**src/include/aux_readout_params.svh**
```systemverilog
// Constants of the overflow, look-at-me and auxiliary readout port
// What this block does
// - Overflow flags when any channel's bit 16, or bit 24 if selected, is one.
// - Auto load-and-clear switch fires load then clear when overflow arises.
// - Overflow request switch keeps look-at-me raised while overflow lasts.
// - Data-valid request switch raises look-at-me whenever readout register holds data.
// - Strobe S2 read clears it; set again 500 ns later until last channel.
// - Readout-enable request switch raises look-at-me after a readout request.
// - Test, clear and enable/disable look-at-me functions answer per dataway standard.
// - Respond only on module number match; 5-bit channel field picks channel.
// - After address strobe ends, drive the 24-bit count with data strobe.
// - Dataway reads win over aux reads; aux answer takes 500 to 900 ns.
// - A running test cycle holds off aux readout for 12.8 us.
// - Aux readout is suspended while the suspend bit is set.
// - Dataway initialize clears the suspend bit.
// - Unarmed readout or latching bypass loads the live counter value.
// - Veto-on-bus-read inhibits all counting 200 ns while loading output register.
// - Armed, unfinished dataway readout without latching bypass makes aux reads use latched values.
// - All aux bus lines are negative logic: low means one.
// - Data strobe accompanies data for 500 ns within 50 ns.
`ifndef AUX_READOUT_PARAMS_SVH
`define AUX_READOUT_PARAMS_SVH

`define CLK_MHZ 250
`define NS_TO_CYC(ns) (((ns) * `CLK_MHZ + 999) / 1000)

// Times in ns and their cycle counts
`define T_RESP_MIN_NS 500
`define T_VETO_NS 200
`define T_STROBE_NS 500
`define T_REARM_NS 500
`define T_TEST_HOLD_NS 12800
`define RESP_MIN_CYC `NS_TO_CYC(`T_RESP_MIN_NS)
`define VETO_CYC `NS_TO_CYC(`T_VETO_NS)
`define STROBE_CYC `NS_TO_CYC(`T_STROBE_NS)
`define REARM_CYC `NS_TO_CYC(`T_REARM_NS)
`define TEST_HOLD_CYC `NS_TO_CYC(`T_TEST_HOLD_NS)

// Register byte offsets
`define REG_CMD_OFS 8'h00
`define REG_SWITCH_OFS 8'h04
`define REG_STATUS_OFS 8'h08

// Field positions
`define CMD_SUSPEND_BIT 0
`define SW_WIDTH 11
`define ST_OVF_BIT 0
`define ST_LAM_BIT 1
`define ST_ARMED_BIT 2
`define ST_BUSY_BIT 3
`define ST_LAMEN_BIT 4
`define ST_HOLD_BIT 5

// Address word fields on the shared lines
`define ADDR_CHAN_LSB 0
`define ADDR_MOD_LSB 5

// Reset values
`define CMD_RST 1'b0
`define SWITCH_RST 11'h000

// Overflow bit indexes, counting from zero
`define OVF_BIT_NARROW 15
`define OVF_BIT_WIDE 23

`endif

```
**src/include/aux_readout_pkg.sv**
```systemverilog
// Types shared by the auxiliary readout design
package aux_readout_pkg;

  typedef enum logic [2:0] {
    AUX_IDLE,
    AUX_ADDR,
    AUX_WAIT,
    AUX_LOAD,
    AUX_DRIVE
  } aux_state_t;

  // Side switch settings, software-written
  typedef struct packed {
    logic [3:0] module_num;
    logic veto_on_bus_read;
    logic latching_bypass;
    logic request_on_readout_enable;
    logic request_on_data_valid;
    logic request_on_overflow;
    logic auto_load_clear_on_overflow;
    logic overflow_width_select;
  } switch_t;

  // Drive to the auxiliary bus pins
  typedef struct packed {
    logic [23:0] lines_n;
    logic lines_oe;
    logic strobe_oe;
  } bus_drive_t;

endpackage

```
**src/hdl/hold_timer.sv**
```systemverilog
// Down-counting hold timer
`timescale 1ns/1ps
module hold_timer #(
  parameter int W = 12
) (
  input wire logic i_clk_sys, // System clock
  input wire logic i_rst_n, // Asynchronous reset, active low
  input wire logic i_start, // Start pulse, reloads the count
  input wire logic [W-1:0] i_cycles, // Hold length in cycles
  output logic o_busy // High while counting
);

  logic [W-1:0] count_reg;

  // Reload on start, otherwise count to zero
  always_ff @(posedge i_clk_sys or negedge i_rst_n) begin
    if (!i_rst_n) begin
      count_reg <= '0;
    end else if (i_start) begin
      count_reg <= i_cycles;
    end else if (count_reg != '0) begin
      count_reg <= count_reg - W'(1);
    end
  end

  assign o_busy = (count_reg != '0);

endmodule

```
**src/hdl/aux_readout.sv**
```systemverilog
// Overflow, look-at-me and auxiliary bus readout logic of the scaler
//
// The AXI4-Lite interface to the registers and the register addresses were left to the implementer.
`timescale 1ns/1ps
`include "aux_readout_params.svh"
module aux_readout (
  input wire logic i_clk_sys, // System clock, 250 MHz
  input wire logic i_rst_n, // Asynchronous reset, active low
  // AXI4-Lite slave
  input wire logic [7:0] i_awaddr, // Write address
  input wire logic i_awvalid, // Write address valid
  output logic o_awready, // Write address ready
  input wire logic [31:0] i_wdata, // Write data
  input wire logic [3:0] i_wstrb, // Write byte strobes
  input wire logic i_wvalid, // Write data valid
  output logic o_wready, // Write data ready
  output logic [1:0] o_bresp, // Write response
  output logic o_bvalid, // Write response valid
  input wire logic i_bready, // Write response ready
  input wire logic [7:0] i_araddr, // Read address
  input wire logic i_arvalid, // Read address valid
  output logic o_arready, // Read address ready
  output logic [31:0] o_rdata, // Read data
  output logic [1:0] o_rresp, // Read response
  output logic o_rvalid, // Read data valid
  input wire logic i_rready, // Read data ready
  // Scaler core
  input wire logic [31:0] i_chan_bit16, // Bit 16 of each channel
  input wire logic [31:0] i_chan_bit24, // Bit 24 of each channel
  input wire logic [23:0] i_chan_value, // Value of selected channel
  output logic [4:0] o_chan_sel, // Channel to present
  output logic o_use_latched, // Select latched over live value
  output logic o_veto, // Inhibit all counting
  output logic o_load_req, // Load function pulse
  output logic o_clear_req, // Clear function pulse
  // Dataway readout state and functions
  input wire logic i_dw_init, // Dataway initialize pulse
  input wire logic i_readout_armed, // Readout armed indicator
  input wire logic i_readout_init, // Readout initialized pulse
  input wire logic i_readout_done, // Last channel has been read
  input wire logic i_readout_request, // Readout request pulse
  input wire logic i_s2_read, // Read at strobe S2 pulse
  input wire logic i_dw_read_busy, // Dataway read in progress
  input wire logic i_test_start, // Test cycle start pulse
  input wire logic i_fn_test_lam, // Test look-at-me pulse
  input wire logic i_fn_clear_lam, // Clear look-at-me pulse
  input wire logic i_fn_enable_lam, // Enable look-at-me pulse
  input wire logic i_fn_disable_lam, // Disable look-at-me pulse
  output logic o_lam, // Look-at-me request
  output logic o_q, // Q answer to last function
  // Auxiliary bus, negative logic
  input wire logic [8:0] i_shared_bus_lines_n, // Address word in
  input wire logic i_address_strobe_n, // Address strobe in
  output logic [23:0] o_shared_bus_lines_n, // Data word out
  output logic o_shared_bus_lines_oe, // Data lines drive enable
  output logic o_data_valid_strobe_n, // Data strobe level when driven
  output logic o_data_valid_strobe_oe // Data strobe pull-down enable
);

  // ****************************************************************
  // Registers and bus slave
  // ****************************************************************

  logic command_word_register;
  aux_readout_pkg::switch_t switch_reg;
  logic [7:0] awaddr_reg;
  logic aw_held_reg;
  logic [31:0] wdata_reg;
  logic [3:0] wstrb_reg;
  logic w_held_reg;
  logic ovf_reg;
  logic lam_data_reg;
  logic lam_enable_reg;
  logic lam_pending;
  logic test_hold;
  aux_readout_pkg::aux_state_t aux_state_reg;
  aux_readout_pkg::bus_drive_t bus_reg;

  // Address match for a register offset
  function automatic logic hit(input logic [7:0] addr, input logic [7:0] ofs);
    hit = (addr[7:2] == ofs[7:2]);
  endfunction

  logic do_write;
  assign do_write = aw_held_reg && w_held_reg && !o_bvalid;

  // Catch write address and data in either order
  always_ff @(posedge i_clk_sys or negedge i_rst_n) begin
    if (!i_rst_n) begin
      aw_held_reg <= 1'b0;
      w_held_reg <= 1'b0;
      awaddr_reg <= 8'h00;
      wdata_reg <= 32'h0000_0000;
      wstrb_reg <= 4'h0;
    end else begin
      if (o_awready && i_awvalid) begin
        aw_held_reg <= 1'b1;
        awaddr_reg <= i_awaddr;
      end else if (do_write) begin
        aw_held_reg <= 1'b0;
      end
      if (o_wready && i_wvalid) begin
        w_held_reg <= 1'b1;
        wdata_reg <= i_wdata;
        wstrb_reg <= i_wstrb;
      end else if (do_write) begin
        w_held_reg <= 1'b0;
      end
    end
  end

  // Ready flags and write response
  always_ff @(posedge i_clk_sys or negedge i_rst_n) begin
    if (!i_rst_n) begin
      o_awready <= 1'b0;
      o_wready <= 1'b0;
      o_bvalid <= 1'b0;
      o_bresp <= 2'h0;
    end else begin
      o_awready <= !aw_held_reg && !(o_awready && i_awvalid) && !o_bvalid;
      o_wready <= !w_held_reg && !(o_wready && i_wvalid) && !o_bvalid;
      if (do_write) begin
        o_bvalid <= 1'b1;
        o_bresp <= (hit(awaddr_reg, `REG_CMD_OFS) || hit(awaddr_reg, `REG_SWITCH_OFS)
                    || hit(awaddr_reg, `REG_STATUS_OFS)) ? 2'h0 : 2'h2;
      end else if (i_bready) begin
        o_bvalid <= 1'b0;
      end
    end
  end

  // Command word; dataway initialize clears the suspend bit
  always_ff @(posedge i_clk_sys or negedge i_rst_n) begin
    if (!i_rst_n) begin
      command_word_register <= `CMD_RST;
    end else if (i_dw_init) begin
      command_word_register <= 1'b0;
    end else if (do_write && hit(awaddr_reg, `REG_CMD_OFS) && wstrb_reg[0]) begin
      command_word_register <= wdata_reg[`CMD_SUSPEND_BIT];
    end
  end

  // Side switch settings
  always_ff @(posedge i_clk_sys or negedge i_rst_n) begin
    if (!i_rst_n) begin
      switch_reg <= `SWITCH_RST;
    end else if (do_write && hit(awaddr_reg, `REG_SWITCH_OFS)) begin
      if (wstrb_reg[0]) switch_reg[7:0] <= wdata_reg[7:0];
      if (wstrb_reg[1]) switch_reg[`SW_WIDTH-1:8] <= wdata_reg[`SW_WIDTH-1:8];
    end
  end

  // Read channel, one cycle answer
  always_ff @(posedge i_clk_sys or negedge i_rst_n) begin
    if (!i_rst_n) begin
      o_arready <= 1'b0;
      o_rvalid <= 1'b0;
      o_rdata <= 32'h0000_0000;
      o_rresp <= 2'h0;
    end else begin
      o_arready <= !o_rvalid && !(o_arready && i_arvalid);
      if (o_arready && i_arvalid) begin
        o_rvalid <= 1'b1;
        o_rresp <= 2'h0;
        o_rdata <= 32'h0000_0000;
        if (hit(i_araddr, `REG_CMD_OFS)) begin
          o_rdata[`CMD_SUSPEND_BIT] <= command_word_register;
        end else if (hit(i_araddr, `REG_SWITCH_OFS)) begin
          o_rdata[`SW_WIDTH-1:0] <= switch_reg;
        end else if (hit(i_araddr, `REG_STATUS_OFS)) begin
          o_rdata[`ST_OVF_BIT] <= ovf_reg;
          o_rdata[`ST_LAM_BIT] <= lam_pending;
          o_rdata[`ST_ARMED_BIT] <= i_readout_armed;
          o_rdata[`ST_BUSY_BIT] <= (aux_state_reg != aux_readout_pkg::AUX_IDLE);
          o_rdata[`ST_LAMEN_BIT] <= lam_enable_reg;
          o_rdata[`ST_HOLD_BIT] <= test_hold;
        end else begin
          o_rresp <= 2'h2;
        end
      end else if (i_rready) begin
        o_rvalid <= 1'b0;
      end
    end
  end

  // ****************************************************************
  // Overflow and automatic load and clear
  // ****************************************************************

  logic ovf_any;
  assign ovf_any = switch_reg.overflow_width_select ? (|i_chan_bit24) : (|i_chan_bit16);

  // Overflow flag and load-then-clear on its rising edge
  always_ff @(posedge i_clk_sys or negedge i_rst_n) begin
    if (!i_rst_n) begin
      ovf_reg <= 1'b0;
      o_load_req <= 1'b0;
      o_clear_req <= 1'b0;
    end else begin
      ovf_reg <= ovf_any;
      o_load_req <= switch_reg.auto_load_clear_on_overflow && ovf_any && !ovf_reg;
      o_clear_req <= o_load_req;
    end
  end

  // ****************************************************************
  // Look-at-me request
  // ****************************************************************

  logic lam_rearm_reg;
  logic [7:0] rearm_cnt_reg;
  logic lam_readout_reg;

  // Data-valid source: cleared by S2 read, set again 500 ns later while armed and not done
  always_ff @(posedge i_clk_sys or negedge i_rst_n) begin
    if (!i_rst_n) begin
      lam_data_reg <= 1'b0;
      lam_rearm_reg <= 1'b0;
      rearm_cnt_reg <= 8'h00;
    end else if (i_readout_init) begin
      lam_data_reg <= 1'b1;
      lam_rearm_reg <= 1'b0;
    end else if (i_dw_init || i_fn_clear_lam) begin
      lam_data_reg <= 1'b0;
      lam_rearm_reg <= 1'b0;
    end else if (i_s2_read) begin
      lam_data_reg <= 1'b0;
      lam_rearm_reg <= 1'b1;
      rearm_cnt_reg <= 8'(`REARM_CYC - 1);
    end else if (lam_rearm_reg) begin
      if (rearm_cnt_reg != 8'h00) begin
        rearm_cnt_reg <= rearm_cnt_reg - 8'h01;
      end else begin
        lam_rearm_reg <= 1'b0;
        lam_data_reg <= i_readout_armed && !i_readout_done;
      end
    end
  end

  // Readout-enable source, held until cleared
  always_ff @(posedge i_clk_sys or negedge i_rst_n) begin
    if (!i_rst_n) begin
      lam_readout_reg <= 1'b0;
    end else if (i_readout_request) begin
      lam_readout_reg <= 1'b1;
    end else if (i_dw_init || i_fn_clear_lam) begin
      lam_readout_reg <= 1'b0;
    end
  end

  assign lam_pending = (switch_reg.request_on_overflow && ovf_reg)
                       || (switch_reg.request_on_data_valid && lam_data_reg)
                       || (switch_reg.request_on_readout_enable && lam_readout_reg);

  // Mask, request output and Q answers
  always_ff @(posedge i_clk_sys or negedge i_rst_n) begin
    if (!i_rst_n) begin
      lam_enable_reg <= 1'b0;
      o_lam <= 1'b0;
      o_q <= 1'b0;
    end else begin
      if (i_dw_init || i_fn_disable_lam) begin
        lam_enable_reg <= 1'b0;
      end else if (i_fn_enable_lam) begin
        lam_enable_reg <= 1'b1;
      end
      o_lam <= lam_enable_reg && lam_pending;
      if (i_fn_test_lam) begin
        o_q <= lam_pending;
      end else if (i_fn_clear_lam || i_fn_enable_lam || i_fn_disable_lam) begin
        o_q <= 1'b1;
      end else begin
        o_q <= 1'b0;
      end
    end
  end

  // ****************************************************************
  // Auxiliary bus readout
  // ****************************************************************

  logic [8:0] addr_word_reg;
  logic [7:0] phase_cnt_reg, veto_cnt_reg;
  logic strobe_on;
  logic addr_match;

  // Test cycle hold-off timer
  hold_timer #(
    .W(12)
  ) u_test_hold (
    .i_clk_sys(i_clk_sys),
    .i_rst_n(i_rst_n),
    .i_start(i_test_start),
    .i_cycles(12'(`TEST_HOLD_CYC)),
    .o_busy(test_hold)
  );

  assign strobe_on = !i_address_strobe_n;
  assign addr_match = (addr_word_reg[`ADDR_MOD_LSB +: 4] == switch_reg.module_num);

  // Transfer sequence: address, wait for a free slot, load, drive
  always_ff @(posedge i_clk_sys or negedge i_rst_n) begin
    if (!i_rst_n) begin
      aux_state_reg <= aux_readout_pkg::AUX_IDLE;
      addr_word_reg <= 9'h000;
      phase_cnt_reg <= 8'h00;
      veto_cnt_reg <= 8'h00;
      o_chan_sel <= 5'h00;
      o_use_latched <= 1'b0;
      o_veto <= 1'b0;
      bus_reg <= '0;
    end else begin
      unique case (aux_state_reg)
        aux_readout_pkg::AUX_IDLE: begin
          if (strobe_on) begin
            aux_state_reg <= aux_readout_pkg::AUX_ADDR;
          end
        end
        aux_readout_pkg::AUX_ADDR: begin
          if (strobe_on) addr_word_reg <= ~i_shared_bus_lines_n;
          if (!strobe_on) begin
            aux_state_reg <= addr_match ? aux_readout_pkg::AUX_WAIT
                                        : aux_readout_pkg::AUX_IDLE;
            phase_cnt_reg <= 8'(`RESP_MIN_CYC - 1);
          end
        end
        aux_readout_pkg::AUX_WAIT: begin
          if (phase_cnt_reg != 8'h00) begin
            phase_cnt_reg <= phase_cnt_reg - 8'h01;
          end
          if (!i_dw_read_busy && !test_hold && !command_word_register) begin
            aux_state_reg <= aux_readout_pkg::AUX_LOAD;
            o_chan_sel <= addr_word_reg[`ADDR_CHAN_LSB +: 5];
            o_use_latched <= i_readout_armed && !i_readout_done
                             && !switch_reg.latching_bypass;
            o_veto <= switch_reg.veto_on_bus_read;
            veto_cnt_reg <= 8'(`VETO_CYC - 1);
          end
        end
        aux_readout_pkg::AUX_LOAD: begin
          if (phase_cnt_reg != 8'h00) begin
            phase_cnt_reg <= phase_cnt_reg - 8'h01;
          end
          if (veto_cnt_reg != 8'h00) veto_cnt_reg <= veto_cnt_reg - 8'h01;
          else o_veto <= 1'b0;
          if (phase_cnt_reg == 8'h00 && veto_cnt_reg == 8'h00) begin
            aux_state_reg <= aux_readout_pkg::AUX_DRIVE;
            bus_reg.lines_n <= ~i_chan_value;
            bus_reg.lines_oe <= 1'b1;
            bus_reg.strobe_oe <= 1'b1;
            phase_cnt_reg <= 8'(`STROBE_CYC - 1);
          end
        end
        aux_readout_pkg::AUX_DRIVE: begin
          if (phase_cnt_reg != 8'h00) begin
            phase_cnt_reg <= phase_cnt_reg - 8'h01;
          end else begin
            bus_reg <= '0;
            aux_state_reg <= aux_readout_pkg::AUX_IDLE;
          end
        end
      endcase
    end
  end

  // Pin data and enables straight from the bus flops
  assign o_shared_bus_lines_n = bus_reg.lines_n;
  assign o_shared_bus_lines_oe = bus_reg.lines_oe;
  assign o_data_valid_strobe_oe = bus_reg.strobe_oe;
  assign o_data_valid_strobe_n = 1'b0; // Open collector: only ever pulls low

endmodule

```
**config.mk**
```make
export PLATFORM = sky130hd
export DESIGN_NAME = aux_readout
export DESIGN_NICKNAME = d
export VERILOG_FILES = /design/src/include/aux_readout_pkg.sv /design/src/hdl/hold_timer.sv /design/src/hdl/aux_readout.sv
export VERILOG_INCLUDE_DIRS = /design/src /design/src/include
export SDC_FILE = /design/constraint.sdc
export NUM_CORES = 1
export LEC_CHECK = 0
export ABC_AREA = 1
export ABC_CLOCK_PERIOD_IN_PS = 2250
export CORE_UTILIZATION = 60
export DETAILED_ROUTE_END_ITERATION = 6
export DONT_BUFFER_PORTS = 1
export PLACE_DENSITY = 0.76
export SYNTH_ARGS = -nofsm -noshare
export SYNTH_HDL_FRONTEND = slang
export SYNTH_SLANG_ARGS = --single-unit
```
**constraint.sdc**
```tcl
create_clock -name i_clk_sys -period 2.25 [get_ports i_clk_sys]
set_input_delay 0.45 -clock i_clk_sys [delete_from_list [all_inputs] [get_ports i_clk_sys]]
set_output_delay 0.45 -clock i_clk_sys [all_outputs]
set_load 0.05 [all_outputs]
```
==> flow_summary.html, run 1 <==
<table>
<tr><th>Metric</th><th>Value</th></tr>
<tr><th colspan="2">Route</th></tr>
<tr><td>Iteration count of the initial detailed-routing pass</td><td>5</td></tr>
<tr><td>Total routed wirelength</td><td>15,000 um</td></tr>
<tr><td>Routed WL per cell</td><td>15.0 um</td></tr>
<tr><td>Routed vias</td><td>5,466</td></tr>
<tr><td>Post-route DRC</td><td>0</td></tr>
<tr><td>Number of routed nets with antenna violations</td><td>0</td></tr>
<tr><td>Average via count per standard cell</td><td>5.47</td></tr>
<tr><td>Initial DRC Count</td><td>313</td></tr>
<tr><th colspan="2">Critical path</th></tr>
<tr><td>Largest delay contributor family on the critical path</td><td>simple AND/OR/NAND/NOR gates</td></tr>
<tr><td>Maximum fanout along the worst path</td><td>14</td></tr>
<tr><td>Startpoint-to-endpoint class of the critical path</td><td>flip-flop to flip-flop</td></tr>
<tr><td>Startpoint type of the worst setup path</td><td>flip-flop</td></tr>
<tr><td>Logic depth of the worst register-to-register path</td><td>11</td></tr>
<tr><td>Count of buffering cells on the critical path with inverters included</td><td>3</td></tr>
<tr><td>Worst setup path startpoint</td><td>u_test_hold.count_reg[0]$_DFFE_PN0P_</td></tr>
<tr><td>Critical path, cell by cell</td><td>inv_1 &gt; ha_1 &gt; inv_1 &gt; nor2_1 &gt; nand2_1 &gt; nor2_2 &gt; nand2_1 &gt; inv_2 &gt; nand3_2 &gt; nand3_1 &gt; o21ai_0</td></tr>
<tr><td>Slowest Stage Delay on Critical Path</td><td>0.46 ns</td></tr>
<tr><td>Reg2reg setup slack</td><td>0.25 ns</td></tr>
<tr><td>Arrival time reported for the critical path endpoint</td><td>2.29 ns</td></tr>
<tr><td>Nature of the critical path endpoint</td><td>flip-flop</td></tr>
<tr><td>Startpoint of the most critical register-to-register path</td><td>u_test_hold.count_reg[0]$_DFFE_PN0P_</td></tr>
<tr><td>Data required time of the worst path</td><td>2.54 ns</td></tr>
<tr><td>R2r endpoint</td><td>o_veto$_DFFE_PN0P_</td></tr>
<tr><td>Slowest cell on crit path</td><td>sky130_fd_sc_hd__dfrtp_1</td></tr>
<tr><th colspan="2">Global route</th></tr>
<tr><td>Total global routing track utilization</td><td>0.264</td></tr>
<tr><td>Initial antenna violation count</td><td>1</td></tr>
<tr><td>Wire length of the first global-routing pass</td><td>24,200 um</td></tr>
<tr><td>Maximum number of pins on one net before global-route repair</td><td>141</td></tr>
<tr><td>Residual overflow from global routing</td><td>0</td></tr>
<tr><td>Vias in the first global route</td><td>5,322</td></tr>
<tr><th colspan="2">Synthesis</th></tr>
<tr><td>Leading register cell type out of synthesis</td><td>sky130_fd_sc_hd__dfrtp_1</td></tr>
<tr><td>Number of distinct library cells after synthesis</td><td>44</td></tr>
<tr><td>Avg Inst Size Synth</td><td>8.40 um^2</td></tr>
<tr><td>Post-synth ARST share</td><td>1.00</td></tr>
<tr><td>Cell area after synthesis</td><td>0.00698 mm^2</td></tr>
<tr><td>Number of synthesized register bits</td><td>140</td></tr>
<tr><td>Cell count after synthesis</td><td>830</td></tr>
<tr><td>Synthesis Warnings</td><td>0</td></tr>
<tr><td>Post-synth EDFFs</td><td>0</td></tr>
<tr><td>Sequential element share of the synthesized area</td><td>0.502</td></tr>
<tr><th colspan="2">Timing</th></tr>
<tr><td>Final-report setup violation count</td><td>0</td></tr>
<tr><td>Smallest hold slack</td><td>-0.270 ns</td></tr>
<tr><td>Period Utilization, post-route</td><td>0.891</td></tr>
<tr><td>Max-slew violations</td><td>0</td></tr>
<tr><td>Clock period minus final worst setup slack</td><td>2.00 ns</td></tr>
<tr><td>Max Clock Skew</td><td>0.00716 ns</td></tr>
<tr><td>Headroom to the max-slew limit</td><td>0.548</td></tr>
<tr><td>Unrepaired setup endpoints after global routing</td><td>no</td></tr>
<tr><td>Hold violation total from the final report</td><td>140</td></tr>
<tr><td>Final Worst Setup Slack</td><td>0.245 ns</td></tr>
<tr><td>Setup TNS</td><td>0 ns</td></tr>
<tr><td>Least-Margin Pin Slew</td><td>0.677 ns</td></tr>
<tr><td>Highest clock frequency the design can meet</td><td>499 MHz</td></tr>
<tr><th colspan="2">Power and ir drop</th></tr>
<tr><td>Ratio of total power to cell area</td><td>1120 mW/mm^2</td></tr>
<tr><td>Sw Pwr</td><td>3.02 mW</td></tr>
<tr><td>Internal cell power</td><td>5.46 mW</td></tr>
<tr><td>Logic pwr share</td><td>0.266</td></tr>
<tr><td>Cell leakage power</td><td>3.68 nW</td></tr>
<tr><td>Part of the power in the clock network</td><td>0.301</td></tr>
<tr><td>Sequential share of power</td><td>0.433</td></tr>
<tr><td>Peak ir drop on the vdd network</td><td>0.914 mV</td></tr>
<tr><td>Share of total power consumed by net switching</td><td>0.356</td></tr>
<tr><th colspan="2">Floorplan</th></tr>
<tr><td>Number of I/O pins</td><td>248</td></tr>
<tr><td>Die width</td><td>110 um</td></tr>
<tr><td>Full die area</td><td>0.0121 mm^2</td></tr>
<tr><td>Std-Cell Core Area</td><td>0.0114 mm^2</td></tr>
<tr><td>Initial standard-cell utilization of the core</td><td>0.614</td></tr>
<tr><td>Chip height</td><td>110 um</td></tr>
<tr><td>Site Rows</td><td>39</td></tr>
<tr><th colspan="2">Placed design</th></tr>
<tr><td>Place WS</td><td>0.259 ns</td></tr>
<tr><td>HPWL reported at the end of detailed placement</td><td>11,200 um</td></tr>
<tr><td>Placed Instances</td><td>968</td></tr>
<tr><td>Routability congestion estimate from global placement</td><td>0.855</td></tr>
<tr><td>Number of buffers inserted by port buffering</td><td>0</td></tr>
<tr><td>Total cell area at the placement stage</td><td>0.00703 mm^2</td></tr>
<tr><th colspan="2">Cells and area</th></tr>
<tr><td>Non-Filler Instances</td><td>1,000</td></tr>
<tr><td>Net total in the final layout</td><td>1,020</td></tr>
<tr><td>Flip-flop count of the largest register after layout</td><td>24</td></tr>
<tr><td>Final-layout fill cell count</td><td>917</td></tr>
<tr><td>Fraction of final layout cells with drive strength greater than 1</td><td>0.107</td></tr>
<tr><td>Most frequent cells in the layout</td><td>153 x sky130_fd_sc_hd__nand2_1, 140 x sky130_fd_sc_hd__dfrtp_1, 117 x sky130_fd_sc_hd__inv_1</td></tr>
<tr><td>Number of inserted diodes</td><td>0</td></tr>
<tr><td>Layout Cell Area excl Fill</td><td>0.00757 mm^2</td></tr>
<tr><td>Commonest non-fill, non-tap cell in the layout</td><td>sky130_fd_sc_hd__nand2_1</td></tr>
<tr><td>Area growth from synthesis to layout</td><td>8.54%</td></tr>
<tr><th colspan="2">Status</th></tr>
<tr><td>Violated checks</td><td>hold timing</td></tr>
<tr><td>Run status</td><td>finished, violations left</td></tr>
<tr><th colspan="2">CTS</th></tr>
<tr><td>Number of buffers inserted by post-CTS setup repair</td><td>0</td></tr>
<tr><td>Clock transition at the register clock pins on the worst setup and hold paths after CTS</td><td>0.06 ns</td></tr>
<tr><td>Maximum clock path buffer count</td><td>2</td></tr>
<tr><td>Post-CTS sizing</td><td>0</td></tr>
<tr><td>Clock tree from TritonCTS</td><td>yes</td></tr>
<tr><td>Number of clock sinks</td><td>140</td></tr>
<tr><td>Clk Tree Root Cell</td><td>sky130_fd_sc_hd__clkbuf_16</td></tr>
<tr><td>Worst-skew pair later-pin latency</td><td>0.42 ns</td></tr>
<tr><td>Total clock buffers created by CTS</td><td>17</td></tr>
<tr><td>Number of levels the H-tree was split into</td><td>4</td></tr>
<tr><th colspan="2">Flow run</th></tr>
<tr><td>Reported max-cap violation count</td><td>0</td></tr>
<tr><th colspan="2">Min path</th></tr>
<tr><td>Worst min-delay path category</td><td>input pin to asynchronous set/reset pin</td></tr>
</table>
==> cells by family after synthesis <==
family,Yosys count,share of synthesized area
XOR/XNOR,5,0.00628
adder cells (fa/ha/maj),7,0.0126
other,1,0.000538
multiplexers,14,0.0226
flip-flops,140,0.502
AO/OA/AOI/OAI,131,0.112
AND/OR/NAND/NOR,372,0.238
buffers and inverters,160,0.106
==> worst register-to-register path: cells and delay by family, from the launching register on <==
kind | cells | cell delay (ns)
AO/OA/AOI/OAI | 1 | 0.09
buffers and inverters | 3 | 0.30
adder cells (fa/ha/maj) | 1 | 0.16
flip-flops | 1 | 0.46
AND/OR/NAND/NOR | 6 | 0.89
==> stage by stage <==
step | util | total power, mW
2_1_floorplan | - | 5.45
3_3_place_gp | 0.618 | 5.81
3_5_place_dp | 0.618 | 5.94
4_1_cts | 0.666 | 8.53
5_1_grt | 0.666 | 9.02
6_report | 0.666 | 8.48
==> final cells by class <==
cell class	count	area [um^2]	area share
timing repair buffer	9	67.6	0.00892
clock inverter	7	65.1	0.00859
inverter	123	462	0.0610
tap	143	179	0.0236
clock buffer	25	475	0.0628
multi-input combinational	553	2820	0.372
sequential	140	3500	0.463
==> metal layers <==
metal	part of all wire	track usage	wire length, um	vias to the layer above
li1	-	-	-	2662
met1	0.44	0.325	6550	2606
met4	0.016	0.109	235	2
met5	0.0012	0	18	-
met2	0.48	0.433	7170	176
met3	0.067	0.0765	998	20
==> cells in the mapped netlist (3+ instances only) <==
cell type,count,area share
sky130_fd_sc_hd__a21oi_1,28,0.020
sky130_fd_sc_hd__o21ai_1,6,0.0043
sky130_fd_sc_hd__o31ai_1,3,0.0032
sky130_fd_sc_hd__buf_4,26,0.028
sky130_fd_sc_hd__buf_6,5,0.0081
sky130_fd_sc_hd__or2_1,4,0.0036
sky130_fd_sc_hd__mux2_2,14,0.023
sky130_fd_sc_hd__ha_1,7,0.013
sky130_fd_sc_hd__nand2_2,3,0.0027
sky130_fd_sc_hd__nor2_2,7,0.0063
sky130_fd_sc_hd__nand4_1,12,0.011
sky130_fd_sc_hd__inv_2,5,0.0027
sky130_fd_sc_hd__nand3_1,47,0.034
sky130_fd_sc_hd__dfrtp_1,140,0.50
sky130_fd_sc_hd__nor3_1,13,0.0093
sky130_fd_sc_hd__xor2_1,3,0.0038
sky130_fd_sc_hd__inv_1,117,0.063
sky130_fd_sc_hd__o21ai_2,14,0.018
sky130_fd_sc_hd__o21ai_0,42,0.030
sky130_fd_sc_hd__o22ai_1,30,0.027
sky130_fd_sc_hd__buf_2,3,0.0022
sky130_fd_sc_hd__nor2_1,113,0.061
sky130_fd_sc_hd__nand2_1,153,0.082
sky130_fd_sc_hd__clkbuf_1,3,0.0016
sky130_fd_sc_hd__or2_2,4,0.0036
==> power groups by stage <==
| stage | clock network, mW | logic (mW) | registers [mW] |
|---|---|---|---|
| finish | 2.56 | 2.25 | 3.67 |
| global route | 2.72 | 2.56 | 3.74 |
| CTS | 2.61 | 2.26 | 3.67 |
| detailed placement | 0 | 2.24 | 3.70 |
| global placement | 0 | 2.13 | 3.67 |
| floorplan | 0 | 1.77 | 3.69 |
==> worst max path at each step <==
stage	slack [ns]	depth (start not counted)	end
after floorplan	0.63	7	switch_reg[0]$_DFFE_PN0P_
after global placement	0.33	11	o_veto$_DFFE_PN0P_
after detailed placement	0.26	11	o_veto$_DFFE_PN0P_
after CTS	0.24	11	o_veto$_DFFE_PN0P_
after global routing	0.01	11	o_chan_sel[0]$_DFFE_PN0P_
final	0.25	11	o_veto$_DFFE_PN0P_
Power figures use the tool's default switching activity.
==> run 2: changes to the inputs <==
--- a/config.mk
+++ b/config.mk
@@ -12,6 +12,8 @@
 export DETAILED_ROUTE_END_ITERATION = 6
 export DONT_BUFFER_PORTS = 1
 export PLACE_DENSITY = 0.76
+export SLEW_MARGIN = 10
 export SYNTH_ARGS = -nofsm -noshare
 export SYNTH_HDL_FRONTEND = slang
+export SYNTH_HIERARCHICAL = 1
 export SYNTH_SLANG_ARGS = --single-unit
==> flow_summary.html, run 2 <==
<table>
<tr><th>Metric</th><th>Value</th></tr>
<tr><th colspan="2">Synthesis</th></tr>
<tr><td>Avg Inst Size Synth</td><td>8.10 um^2 (was 8.40 um^2)</td></tr>
<tr><td>Area share of the leading cell type in the synthesized netlist</td><td>0.498 (was 0.502)</td></tr>
<tr><td>Cells taking the most area after synthesis</td><td>sky130_fd_sc_hd__dfrtp_1 50%, sky130_fd_sc_hd__nand2_1 12%, sky130_fd_sc_hd__nand3_1 6.1% (was sky130_fd_sc_hd__dfrtp_1 50%, sky130_fd_sc_hd__nand2_1 8.2%, sky130_fd_sc_hd__inv_1 6.3%)</td></tr>
<tr><td>Cell types with the highest counts after synthesis</td><td>218 x sky130_fd_sc_hd__nand2_1, 140 x sky130_fd_sc_hd__dfrtp_1, 110 x sky130_fd_sc_hd__nor2_1 (was 153 x sky130_fd_sc_hd__nand2_1, 140 x sky130_fd_sc_hd__dfrtp_1, 117 x sky130_fd_sc_hd__inv_1)</td></tr>
<tr><td>Cell count after synthesis</td><td>869 (was 830)</td></tr>
<tr><td>Most area-hungry cell type in the Yosys netlist</td><td>sky130_fd_sc_hd__dfrtp_1 (unchanged)</td></tr>
<tr><td>Sequential element share of the synthesized area</td><td>0.498 (was 0.502)</td></tr>
<tr><td>Number of synthesized register bits</td><td>140 (unchanged)</td></tr>
<tr><td>Cell with the most instances after synthesis</td><td>sky130_fd_sc_hd__nand2_1 (unchanged)</td></tr>
<tr><td>Cell area after synthesis</td><td>0.00704 mm^2 (was 0.00698 mm^2)</td></tr>
<tr><td>Post-synth EDFFs</td><td>0 (unchanged)</td></tr>
<tr><td>Post-synth ARST share</td><td>1.00 (unchanged)</td></tr>
<tr><td>Number of distinct library cells after synthesis</td><td>39 (was 44)</td></tr>
<tr><td>Synthesis Warnings</td><td>6 (was 0)</td></tr>
<tr><td>Leading register cell type out of synthesis</td><td>sky130_fd_sc_hd__dfrtp_1 (unchanged)</td></tr>
<tr><th colspan="2">Flow run</th></tr>
<tr><td>Reported max-cap violation count</td><td>0 (unchanged)</td></tr>
<tr><th colspan="2">Timing</th></tr>
<tr><td>Headroom to the max-slew limit</td><td>0.589 (was 0.548)</td></tr>
<tr><td>Highest clock frequency the design can meet</td><td>493 MHz (was 499 MHz)</td></tr>
<tr><td>Hold violation total from the final report</td><td>140 (unchanged)</td></tr>
<tr><td>Clock period minus final worst setup slack</td><td>2.03 ns (was 2.00 ns)</td></tr>
<tr><td>Smallest hold slack</td><td>-0.273 ns (was -0.270 ns)</td></tr>
<tr><td>Least-Margin Pin Slew</td><td>0.615 ns (was 0.677 ns)</td></tr>
<tr><td>Max-slew violations</td><td>0 (unchanged)</td></tr>
<tr><td>Final-report setup violation count</td><td>0 (unchanged)</td></tr>
<tr><td>Period Utilization, post-route</td><td>0.902 (was 0.891)</td></tr>
<tr><td>Setup TNS</td><td>0 ns (unchanged)</td></tr>
<tr><td>Final Worst Setup Slack</td><td>0.220 ns (was 0.245 ns)</td></tr>
<tr><td>Max Clock Skew</td><td>0.0162 ns (was 0.00716 ns)</td></tr>
<tr><td>Unrepaired setup endpoints after global routing</td><td>no (unchanged)</td></tr>
<tr><th colspan="2">Route</th></tr>
<tr><td>Initial DRC Count</td><td>413 (was 313)</td></tr>
<tr><td>Routed vias</td><td>5,729 (was 5,466)</td></tr>
<tr><td>Iteration count of the initial detailed-routing pass</td><td>6 (was 5)</td></tr>
<tr><td>Post-route DRC</td><td>0 (unchanged)</td></tr>
<tr><td>Routed WL per cell</td><td>15.3 um (was 15.0 um)</td></tr>
<tr><td>Number of routed nets with antenna violations</td><td>0 (unchanged)</td></tr>
<tr><td>Average via count per standard cell</td><td>5.47 (about the same)</td></tr>
<tr><td>Total routed wirelength</td><td>16,000 um (was 15,000 um)</td></tr>
<tr><th colspan="2">Cells and area</th></tr>
<tr><td>Most frequent cells in the layout</td><td>218 x sky130_fd_sc_hd__nand2_1, 140 x sky130_fd_sc_hd__dfrtp_1, 110 x sky130_fd_sc_hd__nor2_1 (was 153 x sky130_fd_sc_hd__nand2_1, 140 x sky130_fd_sc_hd__dfrtp_1, 117 x sky130_fd_sc_hd__inv_1)</td></tr>
<tr><td>Flip-flop count of the largest register after layout</td><td>24 (unchanged)</td></tr>
<tr><td>Final standard cell utilization of the core</td><td>0.678 (was 0.666)</td></tr>
<tr><td>Fraction of final layout cells with drive strength greater than 1</td><td>0.101 (was 0.107)</td></tr>
<tr><td>Register cell area after layout</td><td>0.00350 mm^2 (unchanged)</td></tr>
<tr><td>Number of inserted diodes</td><td>0 (unchanged)</td></tr>
<tr><td>Area growth from synthesis to layout</td><td>9.93% (was 8.54%)</td></tr>
<tr><td>Net total in the final layout</td><td>1,068 (was 1,020)</td></tr>
<tr><td>Commonest non-fill, non-tap cell in the layout</td><td>sky130_fd_sc_hd__nand2_1 (unchanged)</td></tr>
<tr><td>Final-layout fill cell count</td><td>933 (was 917)</td></tr>
<tr><td>Total area of multi-input combinational cells</td><td>0.00312 mm^2 (was 0.00282 mm^2)</td></tr>
<tr><td>Non-Filler Instances</td><td>1,047 (was 1,000)</td></tr>
<tr><td>Layout Cell Area excl Fill</td><td>0.00774 mm^2 (was 0.00757 mm^2)</td></tr>
<tr><th colspan="2">Critical path</th></tr>
<tr><td>Cell mode on critical path</td><td>sky130_fd_sc_hd__nand2_1</td></tr>
<tr><td>Slowest cell on crit path</td><td>sky130_fd_sc_hd__dfrtp_1 (unchanged)</td></tr>
<tr><td>Startpoint type of the worst setup path</td><td>flip-flop (unchanged)</td></tr>
<tr><td>Startpoint of the most critical register-to-register path</td><td>u_test_hold/count_reg[1]$_DFFE_PN0P_ (was u_test_hold.count_reg[0]$_DFFE_PN0P_)</td></tr>
<tr><td>Data required time of the worst path</td><td>2.56 ns (was 2.54 ns)</td></tr>
<tr><td>R2r endpoint</td><td>aux_state_reg[1]$_DFFE_PN0P_ (was o_veto$_DFFE_PN0P_)</td></tr>
<tr><td>Arrival time reported for the critical path endpoint</td><td>2.34 ns (was 2.29 ns)</td></tr>
<tr><td>Startpoint-to-endpoint class of the critical path</td><td>flip-flop to flip-flop (unchanged)</td></tr>
<tr><td>Count of buffering cells on the critical path with inverters included</td><td>2 (was 3)</td></tr>
<tr><td>Maximum fanout along the worst path</td><td>3 (was 14)</td></tr>
<tr><td>Largest delay contributor family on the critical path</td><td>simple AND/OR/NAND/NOR gates (unchanged)</td></tr>
<tr><td>Slowest Stage Delay on Critical Path</td><td>0.40 ns (was 0.46 ns)</td></tr>
<tr><td>Nature of the critical path endpoint</td><td>flip-flop (unchanged)</td></tr>
<tr><td>Logic depth of the worst register-to-register path</td><td>13 (was 11)</td></tr>
<tr><td>Reg2reg setup slack</td><td>0.22 ns (was 0.25 ns)</td></tr>
<tr><td>Critical path, cell by cell</td><td>inv_1 &gt; ha_1 &gt; inv_1 &gt; nor3_1 &gt; nand4_1 &gt; nor2_1 &gt; nand2_1 &gt; nand3_1 &gt; nand3_1 &gt; nor2_1 &gt; nand2_1 &gt; nand2_1 &gt; nand2_1 (was inv_1 &gt; ha_1 &gt; inv_1 &gt; nor2_1 &gt; nand2_1 &gt; nor2_2 &gt; nand2_1 &gt; inv_2 &gt; nand3_2 &gt; nand3_1 &gt; o21ai_0)</td></tr>
<tr><th colspan="2">Global route</th></tr>
<tr><td>Vias in the first global route</td><td>5,491 (was 5,322)</td></tr>
<tr><td>Total global routing track utilization</td><td>0.281 (was 0.264)</td></tr>
<tr><td>Maximum number of pins on one net before global-route repair</td><td>141 (unchanged)</td></tr>
<tr><td>Wire length of the first global-routing pass</td><td>25,900 um (was 24,200 um)</td></tr>
<tr><td>Initial antenna violation count</td><td>0 (was 1)</td></tr>
<tr><td>Residual overflow from global routing</td><td>0 (unchanged)</td></tr>
<tr><th colspan="2">Power and ir drop</th></tr>
<tr><td>Cell leakage power</td><td>3.77 nW (was 3.68 nW)</td></tr>
<tr><td>Peak ir drop on the vdd network</td><td>1.02 mV (was 0.914 mV)</td></tr>
<tr><td>Ratio of total power to cell area</td><td>1090 mW/mm^2 (was 1120 mW/mm^2)</td></tr>
<tr><td>Share of total power consumed by net switching</td><td>0.350 (was 0.356)</td></tr>
<tr><td>Sw Pwr</td><td>2.95 mW (was 3.02 mW)</td></tr>
<tr><td>Part of the power in the clock network</td><td>0.323 (was 0.301)</td></tr>
<tr><td>Power after layout</td><td>8.42 mW (was 8.48 mW)</td></tr>
<tr><td>Sequential share of power</td><td>0.439 (was 0.433)</td></tr>
<tr><td>Internal cell power</td><td>5.47 mW (was 5.46 mW)</td></tr>
<tr><td>Logic pwr share</td><td>0.239 (was 0.266)</td></tr>
<tr><th colspan="2">Placed design</th></tr>
<tr><td>Routability congestion estimate from global placement</td><td>0.907 (was 0.855)</td></tr>
<tr><td>Placed Instances</td><td>1,016 (was 968)</td></tr>
<tr><td>Place WS</td><td>0.194 ns (was 0.259 ns)</td></tr>
<tr><td>Number of buffers inserted by port buffering</td><td>0 (unchanged)</td></tr>
<tr><td>HPWL reported at the end of detailed placement</td><td>11,800 um (was 11,200 um)</td></tr>
<tr><td>Total cell area at the placement stage</td><td>0.00716 mm^2 (was 0.00703 mm^2)</td></tr>
<tr><th colspan="2">CTS</th></tr>
<tr><td>Clock tree from TritonCTS</td><td>yes (unchanged)</td></tr>
<tr><td>Number of clock sinks</td><td>140 (unchanged)</td></tr>
<tr><td>Clk Tree Root Cell</td><td>sky130_fd_sc_hd__clkbuf_16 (unchanged)</td></tr>
<tr><td>Total clock buffers created by CTS</td><td>17 (unchanged)</td></tr>
<tr><td>Clock transition at the register clock pins on the worst setup and hold paths after CTS</td><td>0.06 ns (about the same)</td></tr>
<tr><td>Number of buffers inserted by post-CTS setup repair</td><td>0 (unchanged)</td></tr>
<tr><td>Number of levels the H-tree was split into</td><td>4 (unchanged)</td></tr>
<tr><td>Maximum clock path buffer count</td><td>2 (unchanged)</td></tr>
<tr><td>Worst-skew pair later-pin latency</td><td>0.42 ns (about the same)</td></tr>
<tr><th colspan="2">Min path</th></tr>
<tr><td>Worst min-delay path category</td><td>input pin to asynchronous set/reset pin (unchanged)</td></tr>
<tr><th colspan="2">Floorplan</th></tr>
<tr><td>Std-Cell Core Area</td><td>0.0114 mm^2 (about the same)</td></tr>
<tr><td>Initial standard-cell utilization of the core</td><td>0.617 (was 0.614)</td></tr>
<tr><td>Full die area</td><td>0.0122 mm^2 (was 0.0121 mm^2)</td></tr>
<tr><td>Die width</td><td>110 um (about the same)</td></tr>
<tr><td>Site Rows</td><td>39 (unchanged)</td></tr>
<tr><td>Chip height</td><td>110 um (about the same)</td></tr>
<tr><td>Number of I/O pins</td><td>248 (unchanged)</td></tr>
<tr><th colspan="2">Status</th></tr>
<tr><td>Violated checks</td><td>hold timing (unchanged)</td></tr>
<tr><td>Run status</td><td>finished, violations left (unchanged)</td></tr>
</table>
run 2: layer usage:
metal  track usage  up-vias  routed length [um]
met5             0        -                   0
met4        0.0893        0                 255
met3        0.0958       25                1170
met2         0.444      197                7710
met1         0.366     2710                6850
li1              -     2797                   -
run 2: power groups by stage:
stage / clock [mW] / combinational, mW / sequential [mW]
after detailed placement: 0 / 1.99 / 3.72
after global routing: 2.86 / 2.28 / 3.77
after CTS: 2.76 / 2.00 / 3.69
after floorplan: 0 / 1.62 / 3.65
final: 2.72 / 2.01 / 3.69
after global placement: 0 / 1.87 / 3.70
run 2: what timing repair did:
item,4_1_cts,5_1_grt
hold endpoints to repair,140,140
setup endpoints to repair,0,3
gates resized for setup,0,1
run 2: cells by family (layout without fill, tap and decap cells):
kind of cell | Yosys count | in the layout | share of synthesized area
adders and majority gates | 7 | 7 | 0.0124
xor gates and xnor gates | 10 | 10 | 0.0124
DFF | 140 | 140 | 0.498
muxes | 14 | 14 | 0.0224
buffers and inverters | 119 | 120 | 0.0780
other | 2 | 36 | 0.00107
and+or+nand+nor | 471 | 471 | 0.297
AOI/OAI and AO/OA | 106 | 106 | 0.0792
run 2: area by class of cell:
cell class                 count  share of cell area
sequential                   140               0.453
multi-input combinational    644               0.403
clock buffer                  21              0.0595
inverter                      81              0.0393
tap                          143              0.0231
clock inverter                10              0.0152
timing repair buffer           8             0.00776
run 2: worst max path at each step:
stage,start,end,slack [ns],depth (start not counted)
2_1_floorplan,u_test_hold/count_reg[0]$_DFFE_PN0P_,o_veto$_DFFE_PN0P_,0.43,11
3_3_place_gp,u_test_hold/count_reg[0]$_DFFE_PN0P_,veto_cnt_reg[1]$_DFFE_PN0P_,0.30,13
3_5_place_dp,u_test_hold/count_reg[0]$_DFFE_PN0P_,aux_state_reg[1]$_DFFE_PN0P_,0.19,13
4_1_cts,u_test_hold/count_reg[0]$_DFFE_PN0P_,aux_state_reg[1]$_DFFE_PN0P_,0.17,13
5_1_grt,u_test_hold/count_reg[1]$_DFFE_PN0P_,aux_state_reg[0]$_DFFE_PN0P_,0.03,13
6_report,u_test_hold/count_reg[1]$_DFFE_PN0P_,aux_state_reg[1]$_DFFE_PN0P_,0.22,13
==> run 3: changes to the inputs <==
--- a/config.mk
+++ b/config.mk
@@ -6,7 +6,6 @@
 export SDC_FILE = /design/constraint.sdc
 export NUM_CORES = 1
 export LEC_CHECK = 0
-export ABC_AREA = 1
 export ABC_CLOCK_PERIOD_IN_PS = 2250
 export CORE_UTILIZATION = 60
 export DETAILED_ROUTE_END_ITERATION = 6
==> flow_summary.html, run 3 <==
<table>
<tr><th>Metric</th><th>Value</th></tr>
<tr><th colspan="2">Synthesis</th></tr>
<tr><td>Post-synth EDFFs</td><td>0 (unchanged)</td></tr>
<tr><td>Cell with the most instances after synthesis</td><td>sky130_fd_sc_hd__dfrtp_1 (was sky130_fd_sc_hd__nand2_1)</td></tr>
<tr><td>Number of synthesized register bits</td><td>140 (unchanged)</td></tr>
<tr><td>Cell count after synthesis</td><td>619 (was 869)</td></tr>
<tr><td>Sequential element share of the synthesized area</td><td>0.539 (was 0.498)</td></tr>
<tr><td>Cell area after synthesis</td><td>0.00650 mm^2 (was 0.00704 mm^2)</td></tr>
<tr><td>Number of distinct library cells after synthesis</td><td>57 (was 39)</td></tr>
<tr><td>Most area-hungry cell type in the Yosys netlist</td><td>sky130_fd_sc_hd__dfrtp_1 (unchanged)</td></tr>
<tr><td>Cells taking the most area after synthesis</td><td>sky130_fd_sc_hd__dfrtp_1 54%, sky130_fd_sc_hd__nand2_1 5.8%, sky130_fd_sc_hd__mux2_2 5.4% (was sky130_fd_sc_hd__dfrtp_1 50%, sky130_fd_sc_hd__nand2_1 12%, sky130_fd_sc_hd__nand3_1 6.1%)</td></tr>
<tr><td>Cell types with the highest counts after synthesis</td><td>140 x sky130_fd_sc_hd__dfrtp_1, 101 x sky130_fd_sc_hd__nand2_1, 45 x sky130_fd_sc_hd__o21ai_0 (was 218 x sky130_fd_sc_hd__nand2_1, 140 x sky130_fd_sc_hd__dfrtp_1, 110 x sky130_fd_sc_hd__nor2_1)</td></tr>
<tr><td>Avg Inst Size Synth</td><td>10.5 um^2 (was 8.10 um^2)</td></tr>
<tr><td>Post-synth ARST share</td><td>1.00 (unchanged)</td></tr>
<tr><td>Synthesis Warnings</td><td>6 (unchanged)</td></tr>
<tr><td>Area share of the leading cell type in the synthesized netlist</td><td>0.539 (was 0.498)</td></tr>
<tr><td>Leading register cell type out of synthesis</td><td>sky130_fd_sc_hd__dfrtp_1 (unchanged)</td></tr>
<tr><th colspan="2">Timing</th></tr>
<tr><td>Headroom to the max-slew limit</td><td>0.389 (was 0.589)</td></tr>
<tr><td>Final Worst Setup Slack</td><td>-0.0330 ns (was 0.220 ns)</td></tr>
<tr><td>Hold violation total from the final report</td><td>140 (unchanged)</td></tr>
<tr><td>Final-report setup violation count</td><td>2 (was 0)</td></tr>
<tr><td>Max Clock Skew</td><td>0.00800 ns (was 0.0162 ns)</td></tr>
<tr><td>Least-Margin Pin Slew</td><td>0.916 ns (was 0.615 ns)</td></tr>
<tr><td>Smallest hold slack</td><td>-0.391 ns (was -0.273 ns)</td></tr>
<tr><td>Period Utilization, post-route</td><td>1.01 (was 0.902)</td></tr>
<tr><td>Highest clock frequency the design can meet</td><td>438 MHz (was 493 MHz)</td></tr>
<tr><td>Max-slew violations</td><td>0 (unchanged)</td></tr>
<tr><td>Unrepaired setup endpoints after global routing</td><td>yes (was no)</td></tr>
<tr><td>Clock period minus final worst setup slack</td><td>2.28 ns (was 2.03 ns)</td></tr>
<tr><td>Setup TNS</td><td>-0.0655 ns (was 0 ns)</td></tr>
<tr><th colspan="2">Critical path</th></tr>
<tr><td>Maximum fanout along the worst path</td><td>6 (was 3)</td></tr>
<tr><td>Startpoint type of the worst setup path</td><td>flip-flop (unchanged)</td></tr>
<tr><td>Arrival time reported for the critical path endpoint</td><td>2.70 ns (was 2.34 ns)</td></tr>
<tr><td>Nature of the critical path endpoint</td><td>flip-flop (unchanged)</td></tr>
<tr><td>Count of buffering cells on the critical path with inverters included</td><td>0 (was 2)</td></tr>
<tr><td>Slowest Stage Delay on Critical Path</td><td>0.55 ns (was 0.40 ns)</td></tr>
<tr><td>Startpoint-to-endpoint class of the critical path</td><td>flip-flop to flip-flop (unchanged)</td></tr>
<tr><td>Data required time of the worst path</td><td>2.67 ns (was 2.56 ns)</td></tr>
<tr><td>Critical path, cell by cell</td><td>or4_4 &gt; nor3_4 &gt; nand2_2 &gt; nor3_4 &gt; or2_4 &gt; nand2_4 &gt; o21ai_2 &gt; or3b_4 (was inv_1 &gt; ha_1 &gt; inv_1 &gt; nor3_1 &gt; nand4_1 &gt; nor2_1 &gt; nand2_1 &gt; nand3_1 &gt; nand3_1 &gt; nor2_1 &gt; nand2_1 &gt; nand2_1 &gt; nand2_1)</td></tr>
<tr><td>Cell mode on critical path</td><td>sky130_fd_sc_hd__nor3_4 (was sky130_fd_sc_hd__nand2_1)</td></tr>
<tr><td>Largest delay contributor family on the critical path</td><td>simple AND/OR/NAND/NOR gates (unchanged)</td></tr>
<tr><td>Slowest cell on crit path</td><td>sky130_fd_sc_hd__or4_4 (was sky130_fd_sc_hd__dfrtp_1)</td></tr>
<tr><th colspan="2">Global route</th></tr>
<tr><td>Total global routing track utilization</td><td>0.284 (was 0.281)</td></tr>
<tr><td>Initial antenna violation count</td><td>0 (unchanged)</td></tr>
<tr><td>Maximum number of pins on one net before global-route repair</td><td>141 (unchanged)</td></tr>
<tr><td>Vias in the first global route</td><td>4,865 (was 5,491)</td></tr>
<tr><td>Residual overflow from global routing</td><td>0 (unchanged)</td></tr>
<tr><td>Wire length of the first global-routing pass</td><td>24,300 um (was 25,900 um)</td></tr>
<tr><th colspan="2">Route</th></tr>
<tr><td>Initial DRC Count</td><td>309 (was 413)</td></tr>
<tr><td>Total routed wirelength</td><td>15,300 um (was 16,000 um)</td></tr>
<tr><td>Routed WL per cell</td><td>18.3 um (was 15.3 um)</td></tr>
<tr><td>Routed vias</td><td>4,870 (was 5,729)</td></tr>
<tr><td>Number of routed nets with antenna violations</td><td>0 (unchanged)</td></tr>
<tr><td>Iteration count of the initial detailed-routing pass</td><td>5 (was 6)</td></tr>
<tr><td>Post-route DRC</td><td>0 (unchanged)</td></tr>
<tr><td>Average via count per standard cell</td><td>5.83 (was 5.47)</td></tr>
<tr><th colspan="2">Min path</th></tr>
<tr><td>Worst min-delay path category</td><td>input pin to asynchronous set/reset pin (unchanged)</td></tr>
<tr><th colspan="2">Floorplan</th></tr>
<tr><td>Site Rows</td><td>37 (was 39)</td></tr>
<tr><td>Die width</td><td>106 um (was 110 um)</td></tr>
<tr><td>Std-Cell Core Area</td><td>0.0104 mm^2 (was 0.0114 mm^2)</td></tr>
<tr><td>Chip height</td><td>106 um (was 110 um)</td></tr>
<tr><td>Full die area</td><td>0.0113 mm^2 (was 0.0122 mm^2)</td></tr>
<tr><td>Number of I/O pins</td><td>248 (unchanged)</td></tr>
<tr><td>Initial standard-cell utilization of the core</td><td>0.624 (was 0.617)</td></tr>
<tr><th colspan="2">CTS</th></tr>
<tr><td>Number of levels the H-tree was split into</td><td>4 (unchanged)</td></tr>
<tr><td>Clk Tree Root Cell</td><td>sky130_fd_sc_hd__clkbuf_8 (was sky130_fd_sc_hd__clkbuf_16)</td></tr>
<tr><td>Maximum clock path buffer count</td><td>2 (unchanged)</td></tr>
<tr><td>Clock tree from TritonCTS</td><td>yes (unchanged)</td></tr>
<tr><td>Number of clock sinks</td><td>140 (unchanged)</td></tr>
<tr><td>Clock transition at the register clock pins on the worst setup and hold paths after CTS</td><td>0.06 ns (about the same)</td></tr>
<tr><td>Worst-skew pair later-pin latency</td><td>0.54 ns (was 0.42 ns)</td></tr>
<tr><td>Total clock buffers created by CTS</td><td>17 (unchanged)</td></tr>
<tr><th colspan="2">Cells and area</th></tr>
<tr><td>Final standard cell utilization of the core</td><td>0.739 (was 0.678)</td></tr>
<tr><td>Fraction of final layout cells with drive strength greater than 1</td><td>0.187 (was 0.101)</td></tr>
<tr><td>Number of inserted diodes</td><td>0 (unchanged)</td></tr>
<tr><td>Layout Cell Area excl Fill</td><td>0.00770 mm^2 (was 0.00774 mm^2)</td></tr>
<tr><td>Most frequent cells in the layout</td><td>140 x sky130_fd_sc_hd__dfrtp_1, 99 x sky130_fd_sc_hd__nand2_1, 42 x sky130_fd_sc_hd__o21ai_0 (was 218 x sky130_fd_sc_hd__nand2_1, 140 x sky130_fd_sc_hd__dfrtp_1, 110 x sky130_fd_sc_hd__nor2_1)</td></tr>
<tr><td>Flip-flop count of the largest register after layout</td><td>24 (unchanged)</td></tr>
<tr><td>Non-Filler Instances</td><td>835 (was 1,047)</td></tr>
<tr><td>Net total in the final layout</td><td>864 (was 1,068)</td></tr>
<tr><td>Area growth from synthesis to layout</td><td>18.5% (was 9.93%)</td></tr>
<tr><td>Commonest non-fill, non-tap cell in the layout</td><td>sky130_fd_sc_hd__dfrtp_1 (was sky130_fd_sc_hd__nand2_1)</td></tr>
<tr><td>Final-layout fill cell count</td><td>732 (was 933)</td></tr>
<tr><th colspan="2">Power and ir drop</th></tr>
<tr><td>Peak ir drop on the vdd network</td><td>0.954 mV (was 1.02 mV)</td></tr>
<tr><td>Ratio of total power to cell area</td><td>1040 mW/mm^2 (was 1090 mW/mm^2)</td></tr>
<tr><td>Cell leakage power</td><td>3.45 nW (was 3.77 nW)</td></tr>
<tr><th colspan="2">Placed design</th></tr>
<tr><td>Total cell area at the placement stage</td><td>0.00676 mm^2 (was 0.00716 mm^2)</td></tr>
<tr><td>Number of buffers inserted by port buffering</td><td>0 (unchanged)</td></tr>
<tr><td>Place WS</td><td>-0.128 ns (was 0.194 ns)</td></tr>
<tr><td>Placed Instances</td><td>774 (was 1,016)</td></tr>
<tr><td>Routability congestion estimate from global placement</td><td>0.917 (was 0.907)</td></tr>
<tr><td>HPWL reported at the end of detailed placement</td><td>10,700 um (was 11,800 um)</td></tr>
<tr><th colspan="2">Flow run</th></tr>
<tr><td>Reported max-cap violation count</td><td>0 (unchanged)</td></tr>
<tr><th colspan="2">Status</th></tr>
<tr><td>Run status</td><td>finished, violations left (unchanged)</td></tr>
<tr><td>Violated checks</td><td>hold timing, setup timing (was hold timing)</td></tr>
</table>
-- run 3: cell count changes in the layout (fill, tap and decap cells not counted), moves of 21 or more --
cell                            delta
sky130_fd_sc_hd__nand2_1         -119
sky130_fd_sc_hd__buf_4            +26
sky130_fd_sc_hd__nor4_1           +21
sky130_fd_sc_hd__nor2_1           -89
sky130_fd_sc_hd__dlygate4sd3_1    +25
sky130_fd_sc_hd__o21ai_0          -36
sky130_fd_sc_hd__nand3_1          -78
sky130_fd_sc_hd__inv_1            -58
-- run 3: through the flow --
stage | total power [mW] | hold WS, ns
2_1_floorplan | 4.78 | 0.154
3_3_place_gp | 5.06 | 0.157
3_5_place_dp | 5.18 | 0.157
4_1_cts | 8.02 | -0.416
5_1_grt | 8.39 | -0.418
6_report | 8.01 | -0.391
-- run 3: worst paths after layout --
kind                                                       from                                   to  slack (ns)  depth (start not counted)
max                        u_test_hold/count_reg[9]$_DFFE_PN0P_          veto_cnt_reg[5]$_DFFE_PN0P_       -0.03                          8
max in group asynchronous                               i_rst_n         phase_cnt_reg[5]$_DFFE_PN0P_        2.41                          0
max reg2reg                u_test_hold/count_reg[9]$_DFFE_PN0P_          veto_cnt_reg[5]$_DFFE_PN0P_       -0.03                          8
min reg2reg                              w_held_reg$_DFFE_PN0P_                   o_wready$_DFF_PN0_        0.47                          1
min                                                     i_rst_n  o_shared_bus_lines_n[1]$_DFFE_PN0P_       -0.39                          0
min in group i_clk_sys                       i_address_strobe_n         aux_state_reg[0]$_DFFE_PN0P_        0.02                          1
-- run 3: cell type report --
cell class                      instances  area (um^2)  area share
Clock inverter                         11          145      0.0188
Tap cell                              136          170      0.0221
Timing Repair Buffer                   60          517      0.0671
Clock buffer                           19          442      0.0574
Multi-Input combinational cell        452         2860       0.371
Sequential cell                       140         3500       0.455
Inverter                               17         63.8     0.00829
-- run 3: power by group --
part | internal (mW) | leakage, nW | total (mW) | switching [mW]
clock network | 1.73 | 0.282 | 2.75 | 1.03
logic | 0.728 | 1.51 | 1.57 | 0.838
registers | 3.06 | 1.65 | 3.69 | 0.637
-- run 3: what timing repair did --
item                                   4_1_cts  5_1_grt
endpoints found under the hold margin      170      141
setup endpoints to repair                   12       15
gates resized for setup                      6        9
setup buffers                                2        4
hold buffers                                24        1
pin swaps                                    2        5
-- run 3: kinds of logic (layout without fill, tap and decap cells) --
logic type | count (synthesis) | count (layout) | share of synthesized area
XOR/XNOR | 22 | 22 | 0.0297
adder cells (fa/ha/maj) | 7 | 7 | 0.0135
buffers and inverters | 61 | 107 | 0.0528
multiplexers | 36 | 36 | 0.0614
other | 2 | 36 | 0.00116
AND/OR/NAND/NOR | 235 | 235 | 0.186
flip-flops | 140 | 140 | 0.539
AO/OA/AOI/OAI | 116 | 116 | 0.116
-- run 3: metal layers --
| metal | wire length, um | up-vias | part of all wire | GRT usage |
|---|---|---|---|---|
| met5 | 0 | - | 0 | 0 |
| met2 | 7430 | 199 | 0.48 | 0.454 |
| met4 | 327 | 0 | 0.021 | 0.110 |
| li1 | - | 2277 | - | - |
| met3 | 1160 | 30 | 0.076 | 0.103 |
| met1 | 6400 | 2364 | 0.42 | 0.353 |
